**src/hdl/uad_pkg.sv**
```systemverilog
// Constants, field layout and types of the address-detect receiver
package uad_pkg;
  localparam logic [7:0] OFS_RXSTAT  = 8'h00;
  localparam logic [7:0] OFS_RXDATA  = 8'h04;
  localparam logic [7:0] OFS_TXSTAT  = 8'h08;
  localparam logic [7:0] OFS_BAUDCTL = 8'h0c;
  localparam logic [7:0] OFS_DIVLO   = 8'h10;
  localparam logic [7:0] OFS_DIVHI   = 8'h14;
  localparam logic [7:0] OFS_IRQCTL  = 8'h18;

  localparam int RS_PORTEN = 7;
  localparam int RS_NINE   = 6;
  localparam int RS_CONT   = 4;
  localparam int RS_ADDR   = 3;
  localparam int TS_SYNC   = 4;
  localparam int TS_HIGH   = 2;
  localparam int TS_EMPTY  = 1;
  localparam int BC_IDLE   = 6;
  localparam int BC_WIDE   = 3;
  localparam int IC_GLOBAL = 7;
  localparam int IC_PERIPH = 6;
  localparam int IC_RXIE   = 5;
  localparam int IC_FLAG   = 0;

  localparam logic [7:0] RS_WMASK  = 8'hf8;
  localparam logic [7:0] TS_WMASK  = 8'hfd;
  localparam logic [7:0] BC_WMASK  = 8'h1b;
  localparam logic [7:0] IC_WMASK  = 8'he0;
  localparam logic [7:0] REG_RESET = 8'h00;

  localparam logic [6:0] PRE_SLOW = 7'h40;
  localparam logic [6:0] PRE_MID  = 7'h10;
  localparam logic [6:0] PRE_FAST = 7'h04;

  localparam int RX_DEPTH   = 2;
  localparam int CHAR_WIDTH = 10;

  typedef enum logic [1:0] {ST_IDLE, ST_START, ST_DATA, ST_STOP} uad_rxst_t;
endpackage

```
**src/hdl/uad_rx.sv**
```systemverilog
// Address-detect serial receiver with APB register slave
`timescale 1ns/100ps
`default_nettype none
module uad_rx #(
  parameter int RX_DEPTH = uad_pkg::RX_DEPTH
) (
  input  wire logic        clk,
  input  wire logic        rst,
  input  wire logic        psel,
  input  wire logic        penable,
  input  wire logic        pwrite,
  input  wire logic [7:0]  paddr,
  input  wire logic [31:0] pwdata,
  output logic      [31:0] prdata,
  output logic             pready,
  output logic             pslverr,
  input  wire logic        rxd,
  output logic             rxIrq
);
  if (RX_DEPTH < 2) begin : g_bad
    $error("uad_rx: RX_DEPTH must be 2 or more");
  end

  logic [7:0] rxStat;
  logic [7:0] txStat;
  logic [7:0] baudCtl;
  logic [7:0] divLo;
  logic [7:0] divHi;
  logic [7:0] irqCtl;
  logic       overrun;
  logic       rxPrev;
  logic [6:0] tickCnt;
  logic [3:0] bitIdx;
  logic [8:0] shift;
  uad_pkg::uad_rxst_t state;

  logic        setup;
  logic        access;
  logic        wr;
  logic        rd;
  logic        portEn;
  logic        contRx;
  logic        addrDet;
  logic        nineBit;
  logic        rxOn;
  logic        tick;
  logic [6:0]  full;
  logic [6:0]  half;
  logic        atEnd;
  logic        stopDone;
  logic [7:0]  charData;
  logic        charBit9;
  logic        keep;
  logic        pushValid;
  logic        inReady;
  logic        setOvr;
  logic        outValid;
  logic [9:0]  head;
  logic        pop;
  logic        rdValid;
  logic [31:0] next_prdata;
  logic        next_slverr;

  function automatic logic [7:0] merge(input logic [7:0] old,
                                       input logic [7:0] wd,
                                       input logic [7:0] mask);
    merge = (old & ~mask) | (wd & mask);
  endfunction

  // Oversampling ticks per bit from the two speed selects
  function automatic logic [6:0] bitTicks(input logic wide,
                                          input logic high);
    case ({wide, high})
      2'b00:   bitTicks = uad_pkg::PRE_SLOW;
      2'b11:   bitTicks = uad_pkg::PRE_FAST;
      default: bitTicks = uad_pkg::PRE_MID;
    endcase
  endfunction

  assign setup   = psel & ~penable;
  assign access  = psel & penable & pready;
  assign wr      = access & pwrite;
  assign rd      = access & ~pwrite;
  assign portEn  = rxStat[uad_pkg::RS_PORTEN];
  assign contRx  = rxStat[uad_pkg::RS_CONT];
  assign addrDet = rxStat[uad_pkg::RS_ADDR];
  assign nineBit = rxStat[uad_pkg::RS_NINE];
  assign rxOn    = portEn & contRx & ~txStat[uad_pkg::TS_SYNC]
                   & ~overrun;
  assign full    = bitTicks(baudCtl[uad_pkg::BC_WIDE],
                            txStat[uad_pkg::TS_HIGH]);
  assign half    = full >> 1;
  assign atEnd   = tick & (tickCnt == ((state == uad_pkg::ST_START)
                   ? half - 7'h01 : full - 7'h01));

  uad_baud u_baud (
    .clk     (clk),
    .rst     (rst),
    .enable  (portEn),
    .wide    (baudCtl[uad_pkg::BC_WIDE]),
    .divisor ({divHi, divLo}),
    .tick    (tick)
  );

  // Register writes; status bits are not writable
  always_ff @(posedge clk or posedge rst) begin
    if (rst) begin
      rxStat  <= uad_pkg::REG_RESET;
      txStat  <= uad_pkg::REG_RESET;
      baudCtl <= uad_pkg::REG_RESET;
      divLo   <= uad_pkg::REG_RESET;
      divHi   <= uad_pkg::REG_RESET;
      irqCtl  <= uad_pkg::REG_RESET;
    end else if (wr) begin
      case (paddr)
        uad_pkg::OFS_RXSTAT:
          rxStat <= merge(rxStat, pwdata[7:0], uad_pkg::RS_WMASK);
        uad_pkg::OFS_TXSTAT:
          txStat <= merge(txStat, pwdata[7:0], uad_pkg::TS_WMASK);
        uad_pkg::OFS_BAUDCTL:
          baudCtl <= merge(baudCtl, pwdata[7:0], uad_pkg::BC_WMASK);
        uad_pkg::OFS_DIVLO:
          divLo <= pwdata[7:0];
        uad_pkg::OFS_DIVHI:
          divHi <= pwdata[7:0];
        uad_pkg::OFS_IRQCTL:
          irqCtl <= merge(irqCtl, pwdata[7:0], uad_pkg::IC_WMASK);
        default: ;
      endcase
    end
  end

  // Bit recovery; a single mid-bit sample stands in for majority
  always_ff @(posedge clk or posedge rst) begin
    if (rst) begin
      state   <= uad_pkg::ST_IDLE;
      tickCnt <= 7'h00;
      bitIdx  <= 4'h0;
      shift   <= 9'h000;
      rxPrev  <= 1'b1;
    end else begin
      rxPrev <= rxd;
      if (~rxOn) begin
        state   <= uad_pkg::ST_IDLE;
        tickCnt <= 7'h00;
      end else begin
        case (state)
          uad_pkg::ST_IDLE: begin
            tickCnt <= 7'h00;
            if (rxPrev & ~rxd) state <= uad_pkg::ST_START;
          end
          uad_pkg::ST_START: begin
            if (atEnd) begin
              tickCnt <= 7'h00;
              bitIdx  <= 4'h0;
              // Line back high: a glitch, drop it quietly
              state   <= rxd ? uad_pkg::ST_IDLE
                             : uad_pkg::ST_DATA;
            end else if (tick) begin
              tickCnt <= tickCnt + 7'h01;
            end
          end
          uad_pkg::ST_DATA: begin
            if (atEnd) begin
              tickCnt <= 7'h00;
              shift   <= {rxd, shift[8:1]};
              bitIdx  <= bitIdx + 4'h1;
              if (bitIdx == (nineBit ? 4'h8 : 4'h7)) begin
                state <= uad_pkg::ST_STOP;
              end
            end else if (tick) begin
              tickCnt <= tickCnt + 7'h01;
            end
          end
          uad_pkg::ST_STOP: begin
            if (atEnd) begin
              tickCnt <= 7'h00;
              state   <= uad_pkg::ST_IDLE;
            end else if (tick) begin
              tickCnt <= tickCnt + 7'h01;
            end
          end
          default: state <= uad_pkg::ST_IDLE;
        endcase
      end
    end
  end

  // Eight-bit characters end one place higher in the shifter
  assign charData  = nineBit ? shift[7:0] : shift[8:1];
  assign charBit9  = nineBit & shift[8];
  assign stopDone  = rxOn & (state == uad_pkg::ST_STOP) & atEnd;
  assign keep      = ~addrDet | charBit9;
  assign pushValid = stopDone & keep;
  assign setOvr    = pushValid & ~inReady;

  // Port disable holds the receiver in reset and empties the buffer
  uad_fifo #(
    .WIDTH (uad_pkg::CHAR_WIDTH),
    .DEPTH (RX_DEPTH)
  ) u_fifo (
    .clk      (clk),
    .rst      (rst),
    .flush    (~portEn),
    .inValid  (pushValid),
    .inReady  (inReady),
    .inData   ({~rxd, charBit9, charData}),
    .outValid (outValid),
    .outReady (pop),
    .outData  (head)
  );

  // Pop only what setup latched, so a character landing mid-access stays
  assign pop = rd & (paddr == uad_pkg::OFS_RXDATA) & rdValid;

  // Set beats a receive-disable clear in the same cycle; port disable beats a set
  always_ff @(posedge clk or posedge rst) begin
    if (rst) begin
      overrun <= 1'b0;
    end else if (~portEn) begin
      overrun <= 1'b0;
    end else if (setOvr) begin
      overrun <= 1'b1;
    end else if (~contRx) begin
      overrun <= 1'b0;
    end
  end

  always_comb begin
    next_prdata = 32'h0000_0000;
    next_slverr = 1'b0;
    case (paddr)
      uad_pkg::OFS_RXSTAT:
        next_prdata[7:0] = {rxStat[7:3], outValid & head[9], overrun,
                            outValid & head[8]};
      uad_pkg::OFS_RXDATA:
        next_prdata[7:0] = outValid ? head[7:0] : 8'h00;
      uad_pkg::OFS_TXSTAT: begin
        // No transmitter here, so its shifter always reads empty
        next_prdata[7:0] = txStat;
        next_prdata[uad_pkg::TS_EMPTY] = 1'b1;
      end
      uad_pkg::OFS_BAUDCTL: begin
        next_prdata[7:0] = baudCtl;
        next_prdata[uad_pkg::BC_IDLE] = (state == uad_pkg::ST_IDLE);
      end
      uad_pkg::OFS_DIVLO:
        next_prdata[7:0] = divLo;
      uad_pkg::OFS_DIVHI:
        next_prdata[7:0] = divHi;
      uad_pkg::OFS_IRQCTL: begin
        next_prdata[7:0] = irqCtl;
        next_prdata[uad_pkg::IC_FLAG] = outValid;
      end
      default:
        next_slverr = 1'b1;
    endcase
  end

  // Answer is latched at setup, so each access has one ready cycle
  always_ff @(posedge clk or posedge rst) begin
    if (rst) begin
      pready  <= 1'b0;
      pslverr <= 1'b0;
      prdata  <= 32'h0000_0000;
      rdValid <= 1'b0;
    end else begin
      pready  <= setup;
      pslverr <= setup & next_slverr;
      if (setup) prdata <= next_prdata;
      if (setup) rdValid <= outValid;
    end
  end

  always_ff @(posedge clk or posedge rst) begin
    if (rst) begin
      rxIrq <= 1'b0;
    end else begin
      rxIrq <= outValid & irqCtl[uad_pkg::IC_RXIE]
               & irqCtl[uad_pkg::IC_GLOBAL]
               & irqCtl[uad_pkg::IC_PERIPH];
    end
  end
endmodule // uad_rx
`default_nettype wire

```
**src/hdl/uad_fifo.sv**
```systemverilog
// Character buffer with valid/ready on both sides
`timescale 1ns/100ps
`default_nettype none
module uad_fifo #(
  parameter int WIDTH = 10,
  parameter int DEPTH = 16
) (
  input  wire logic             clk,
  input  wire logic             rst,
  input  wire logic             flush,
  input  wire logic             inValid,
  output logic                  inReady,
  input  wire logic [WIDTH-1:0] inData,
  output logic                  outValid,
  input  wire logic             outReady,
  output logic      [WIDTH-1:0] outData
);
  localparam int AW = (DEPTH < 2) ? 1 : $clog2(DEPTH);

  if (DEPTH < 2 || WIDTH < 1) begin : g_bad
    $error("uad_fifo: DEPTH must be 2 or more");
  end

  logic [WIDTH-1:0] mem [DEPTH];
  logic [AW-1:0]    wrIdx;
  logic [AW-1:0]    rdIdx;
  logic [AW:0]      count;
  logic             doPush;
  logic             doPop;

  function automatic logic [AW-1:0] bump(input logic [AW-1:0] idx);
    bump = (idx == AW'(DEPTH - 1)) ? '0 : idx + 1'b1;
  endfunction

  assign inReady  = (count != (AW+1)'(DEPTH));
  assign outValid = (count != '0);
  assign outData  = mem[rdIdx];
  assign doPush   = inValid & inReady;
  assign doPop    = outValid & outReady;

  always_ff @(posedge clk) begin
    if (doPush) begin
      mem[wrIdx] <= inData;
    end
  end

  always_ff @(posedge clk or posedge rst) begin
    if (rst) begin
      wrIdx <= '0;
      rdIdx <= '0;
      count <= '0;
    end else if (flush) begin
      wrIdx <= '0;
      rdIdx <= '0;
      count <= '0;
    end else begin
      if (doPush) wrIdx <= bump(wrIdx);
      if (doPop) rdIdx <= bump(rdIdx);
      if (doPush & ~doPop) count <= count + 1'b1;
      else if (doPop & ~doPush) count <= count - 1'b1;
    end
  end
endmodule // uad_fifo
`default_nettype wire

```
**src/hdl/uad_baud.sv**
```systemverilog
// Baud generator: one oversampling tick every divisor+1 clocks, low divisor byte only in narrow mode
`timescale 1ns/100ps
`default_nettype none
module uad_baud (
  input  wire logic        clk,
  input  wire logic        rst,
  input  wire logic        enable,
  input  wire logic        wide,
  input  wire logic [15:0] divisor,
  output logic             tick
);
  logic [15:0] count;
  logic [15:0] reload;

  // Narrow mode ignores the high divisor byte
  assign reload = wide ? divisor : {8'h00, divisor[7:0]};

  always_ff @(posedge clk or posedge rst) begin
    if (rst) begin
      count <= 16'h0000;
      tick  <= 1'b0;
    end else if (~enable) begin
      count <= reload;
      tick  <= 1'b0;
    end else if (count == 16'h0000) begin
      count <= reload;
      tick  <= 1'b1;
    end else begin
      count <= count - 16'h0001;
      tick  <= 1'b0;
    end
  end
endmodule // uad_baud
`default_nettype wire

```
**config.mk**
```make
export PLATFORM = sky130hd
export DESIGN_NAME = uad_rx
export DESIGN_NICKNAME = d
export VERILOG_FILES = /design/src/hdl/uad_pkg.sv /design/src/hdl/uad_rx.sv /design/src/hdl/uad_fifo.sv /design/src/hdl/uad_baud.sv
export SDC_FILE = /design/constraint.sdc
export NUM_CORES = 1
export LEC_CHECK = 0
export BUFFER_PORTS_ARGS = -buffer_cell sky130_fd_sc_hd__buf_2
export CORE_ASPECT_RATIO = 1.1
export CORE_MARGIN = 2
export CORE_UTILIZATION = 45
export DETAILED_ROUTE_END_ITERATION = 10
export HOLD_SLACK_MARGIN = 0.08
export PLACE_DENSITY = 0.65
export SLEW_MARGIN = 15
export SYNTH_ARGS = -nofsm -noshare
export SYNTH_HDL_FRONTEND = slang
export SYNTH_SLANG_ARGS = --single-unit
```
**constraint.sdc**
```tcl
create_clock -name clk -period 7.75 [get_ports clk]
set_clock_uncertainty 0.2 [all_clocks]
set_input_delay 1.55 -clock clk [delete_from_list [all_inputs] [get_ports clk]]
set_output_delay 1.55 -clock clk [all_outputs]
set_load 0.02 [all_outputs]
```
==> results.toml <==
[worst_setup_path]
crit_fanout = 8
slowest_stage = "nor3_1"
cp.arrival_ns = 4.18
cp_slowest_stage_delay_ns = 0.72
crit_path_cell_trace = "buf_2, or4_4, nor2_1, nand3_1, or2_1, nor3_1, mux2_2"
required_ns = 7.79
critPathLaunchType = "input pin"
r2r_slack_ns = 4.32
critical_path.endpoint_type = "flip-flop"
criticalPathCategory = "in2reg"
path_delay_family = "simple AND/OR/NAND/NOR gates"
path_buf_inv = 1

[clock_tree]
cts_tree = "done"
root_buffer = "clkbuf_16"
cts_made_buffers = 9
clk_path_buf_depth = 2
ctsResizeCount = 0
cts_setup_buffers = 0
clk_pin_slew_ns = 0.08
cts_num_sinks = 112
htreeDepth = 3
worstSkewPairLatency_ns = 0.36
postCtsHoldBufs = 0

[power_and_ir_drop]
leakage_nw = 2.75
peakVddDrop_mv = 0.206
power_frac_seq = 0.540
power.share.combinational = 0.050
intPower_uw = 848
clock_power_share = 0.410
switching_share = 0.240
p_switching_uw = 267
p_total_mw = 1.11
power_density_mw_per_mm2 = 179

[synth]
synthXorXnorAreaFrac = 0.0352
synth-main-ff-cell = "dfrtp_1"
synthSimpleGateAreaFrac = 0.149
syn_inst = 525
yosysTopAreaCell = "dfrtp_1"
synth.avg_cell_area_um2 = 10.9
synth_area_mm2 = 0.00572
yosysTopAreaCellShare = 0.398
synth_edf_count = 20
synth.mux.area_fraction = 0.144
synthTopCellsByArea = "dfrtp_1, edfxtp_1, mux2_2"
async_flop_share = 0.821
yosys_warnings = 0
ys_types = 56
ys_seq_area_frac = 0.507
synth-seq-cells = 112
synth_compound_area_frac = 0.0927
synthAdderAreaFrac = 0.0153
synth_top_family_by_area = "simple AND/OR/NAND/NOR gates"

[finish]
final_area_mm2 = 0.00622
final_cells = 711
n_antenna_cell = 0
drive_gt1_frac = 0.208
final_nets = 602
final_common_cell = "dfrtp_1"
areaGrowthSynthToFinish_pct = 8.75
layout_common_cells = "dfrtp_1, mux2_2, nand2_1, nor2_1, buf_2"
final_util = 0.496

[sta]
period_needed_ns = 4.14
setup_viol = 0
slew_viol_final = 0
holdWs_ns = 0.287
rsz0062_at_grt = "no"
fin_ws_ns = 3.61
finalHoldViolCount = 0
slew_headroom = 0.381
max_freq_ghz = 0.242
post-route-period-util = 0.534
fin_tns_setup_ns = 0
worstMarginPinSlew_ns = 0.921

[status]
status = "finished, final reports clean"

[floorplanning]
dieHeight_um = 122
dieArea_mm2 = 0.0136
core-area_mm2 = 0.0125
die_w_um = 112
row_count = 43
ios = 81
start_util = 0.457

[place]
pre_cts_slack_ns = 3.25
dpl.hpwl_um = 8780
gp_congestion = 0.841
port_buffers = 32
placed_area_mm2 = 0.00593
dp_cells = 695

[global_routing]
use_met2 = 0.312
grt_usage = 0.187
grt_pass1_vias = 3858
grt_max_degree = 50
grt_overflow = 0
grt_use_met3 = 0.0444
top_usage_layer = "met2"
antenna_found_initial = 0
grt_pass1_wl_um = 19900
grtUsageMet1 = 0.245

[drt]
wl_per_cell_um = 17.1
wl_um = 12200
firstDrtPassIters = 4
routed_via_density = 5.54
antenna_left = 0
drc_errors = 0
first_iter_violations = 295
vias = 3941

[worst_hold_path]
worstHoldPathType = "reg2reg"

[job]
cap_violations = 0
==> worst paths after layout <==
check / startpoint / to / depth (start not counted)
min in group asynchronous: rst / u_baud.count[10] / 2
hold / removal: prdata[3] / prdata[3] / 2
setup reg to reg: baudCtl[3] / shift[1] / 8
setup / recovery: paddr[0] / rxStat[4] / 7
hold reg to reg: prdata[3] / prdata[3] / 2
max in group asynchronous: rst / txStat[3] / 3
==> cell type report <==
class / instances / area [um^2]
Clock buffer: 11 / 243
Clock inverter: 5 / 48.8
Fill cell: 1113 / 6310
Inverter: 14 / 53.8
Multi-Input combinational cell: 376 / 2590
Sequential cell: 112 / 2900
Tap cell: 157 / 196
Timing Repair Buffer: 36 / 190
==> worst min-delay path: stages, from the launching register on <==
cell and delay (ns):
dfrtp_1 0.35, nand2_1 0.05, o21ai_0 0.06
==> power by group through the flow <==
stage                     registers (mW)  logic [mW]  clock network, mW
after global placement             0.614      0.0547                  0
after floorplan                    0.615      0.0455                  0
after global routing               0.603      0.0616              0.491
after detailed placement           0.614      0.0558                  0
after CTS                          0.602      0.0560              0.467
final                              0.602      0.0553              0.457
==> logic make-up after synthesis <==
logic type,count (synthesis)
AND/OR/NAND/NOR,164
flip-flops,112
AO/OA/AOI/OAI,86
multiplexers,72
buffers and inverters,60
XOR/XNOR,23
adder cells (fa/ha/maj),7
other,1
==> routing by layer <==
layer | vias to the layer above | share of wire
met4 | 0 | 0.018
li1 | 1882 | -
met1 | 1963 | 0.45
met2 | 80 | 0.50
met3 | 16 | 0.035
met5 | - | 0
==> Yosys cell counts (4+ instances only) <==
cell type  count
xnor2_1       13
edfxtp_1      20
or4_1          4
a21oi_1       18
mux2_2        53
nor2_1        32
nand3_1       23
o21a_1         4
clkbuf_1      18
or3_1          4
o21ai_0       32
nand2b_1      10
o22ai_1        5
mux2i_1       15
dfrtp_1       91
inv_1         14
nor4_1         4
and3_1         5
xor2_1        10
buf_4         24
ha_1           7
nand2_1       40
nor3_1        10
nor2b_1        9
==> sequential cells by signal, indices dropped and copies added (netlist names), 2 cells and up <==
| signal | flops |
|---|---|
| divLo | 8 |
| txStat | 7 |
| u_fifo.mem | 20 |
| shift | 9 |
| rxStat | 5 |
| tickCnt | 7 |
| state | 2 |
| baudCtl | 4 |
| u_baud.count | 16 |
| bitIdx | 4 |
| divHi | 8 |
| u_fifo.count | 2 |
| prdata | 8 |
| irqCtl | 3 |
No activity file was read; power rests on OpenSTA's default activity.
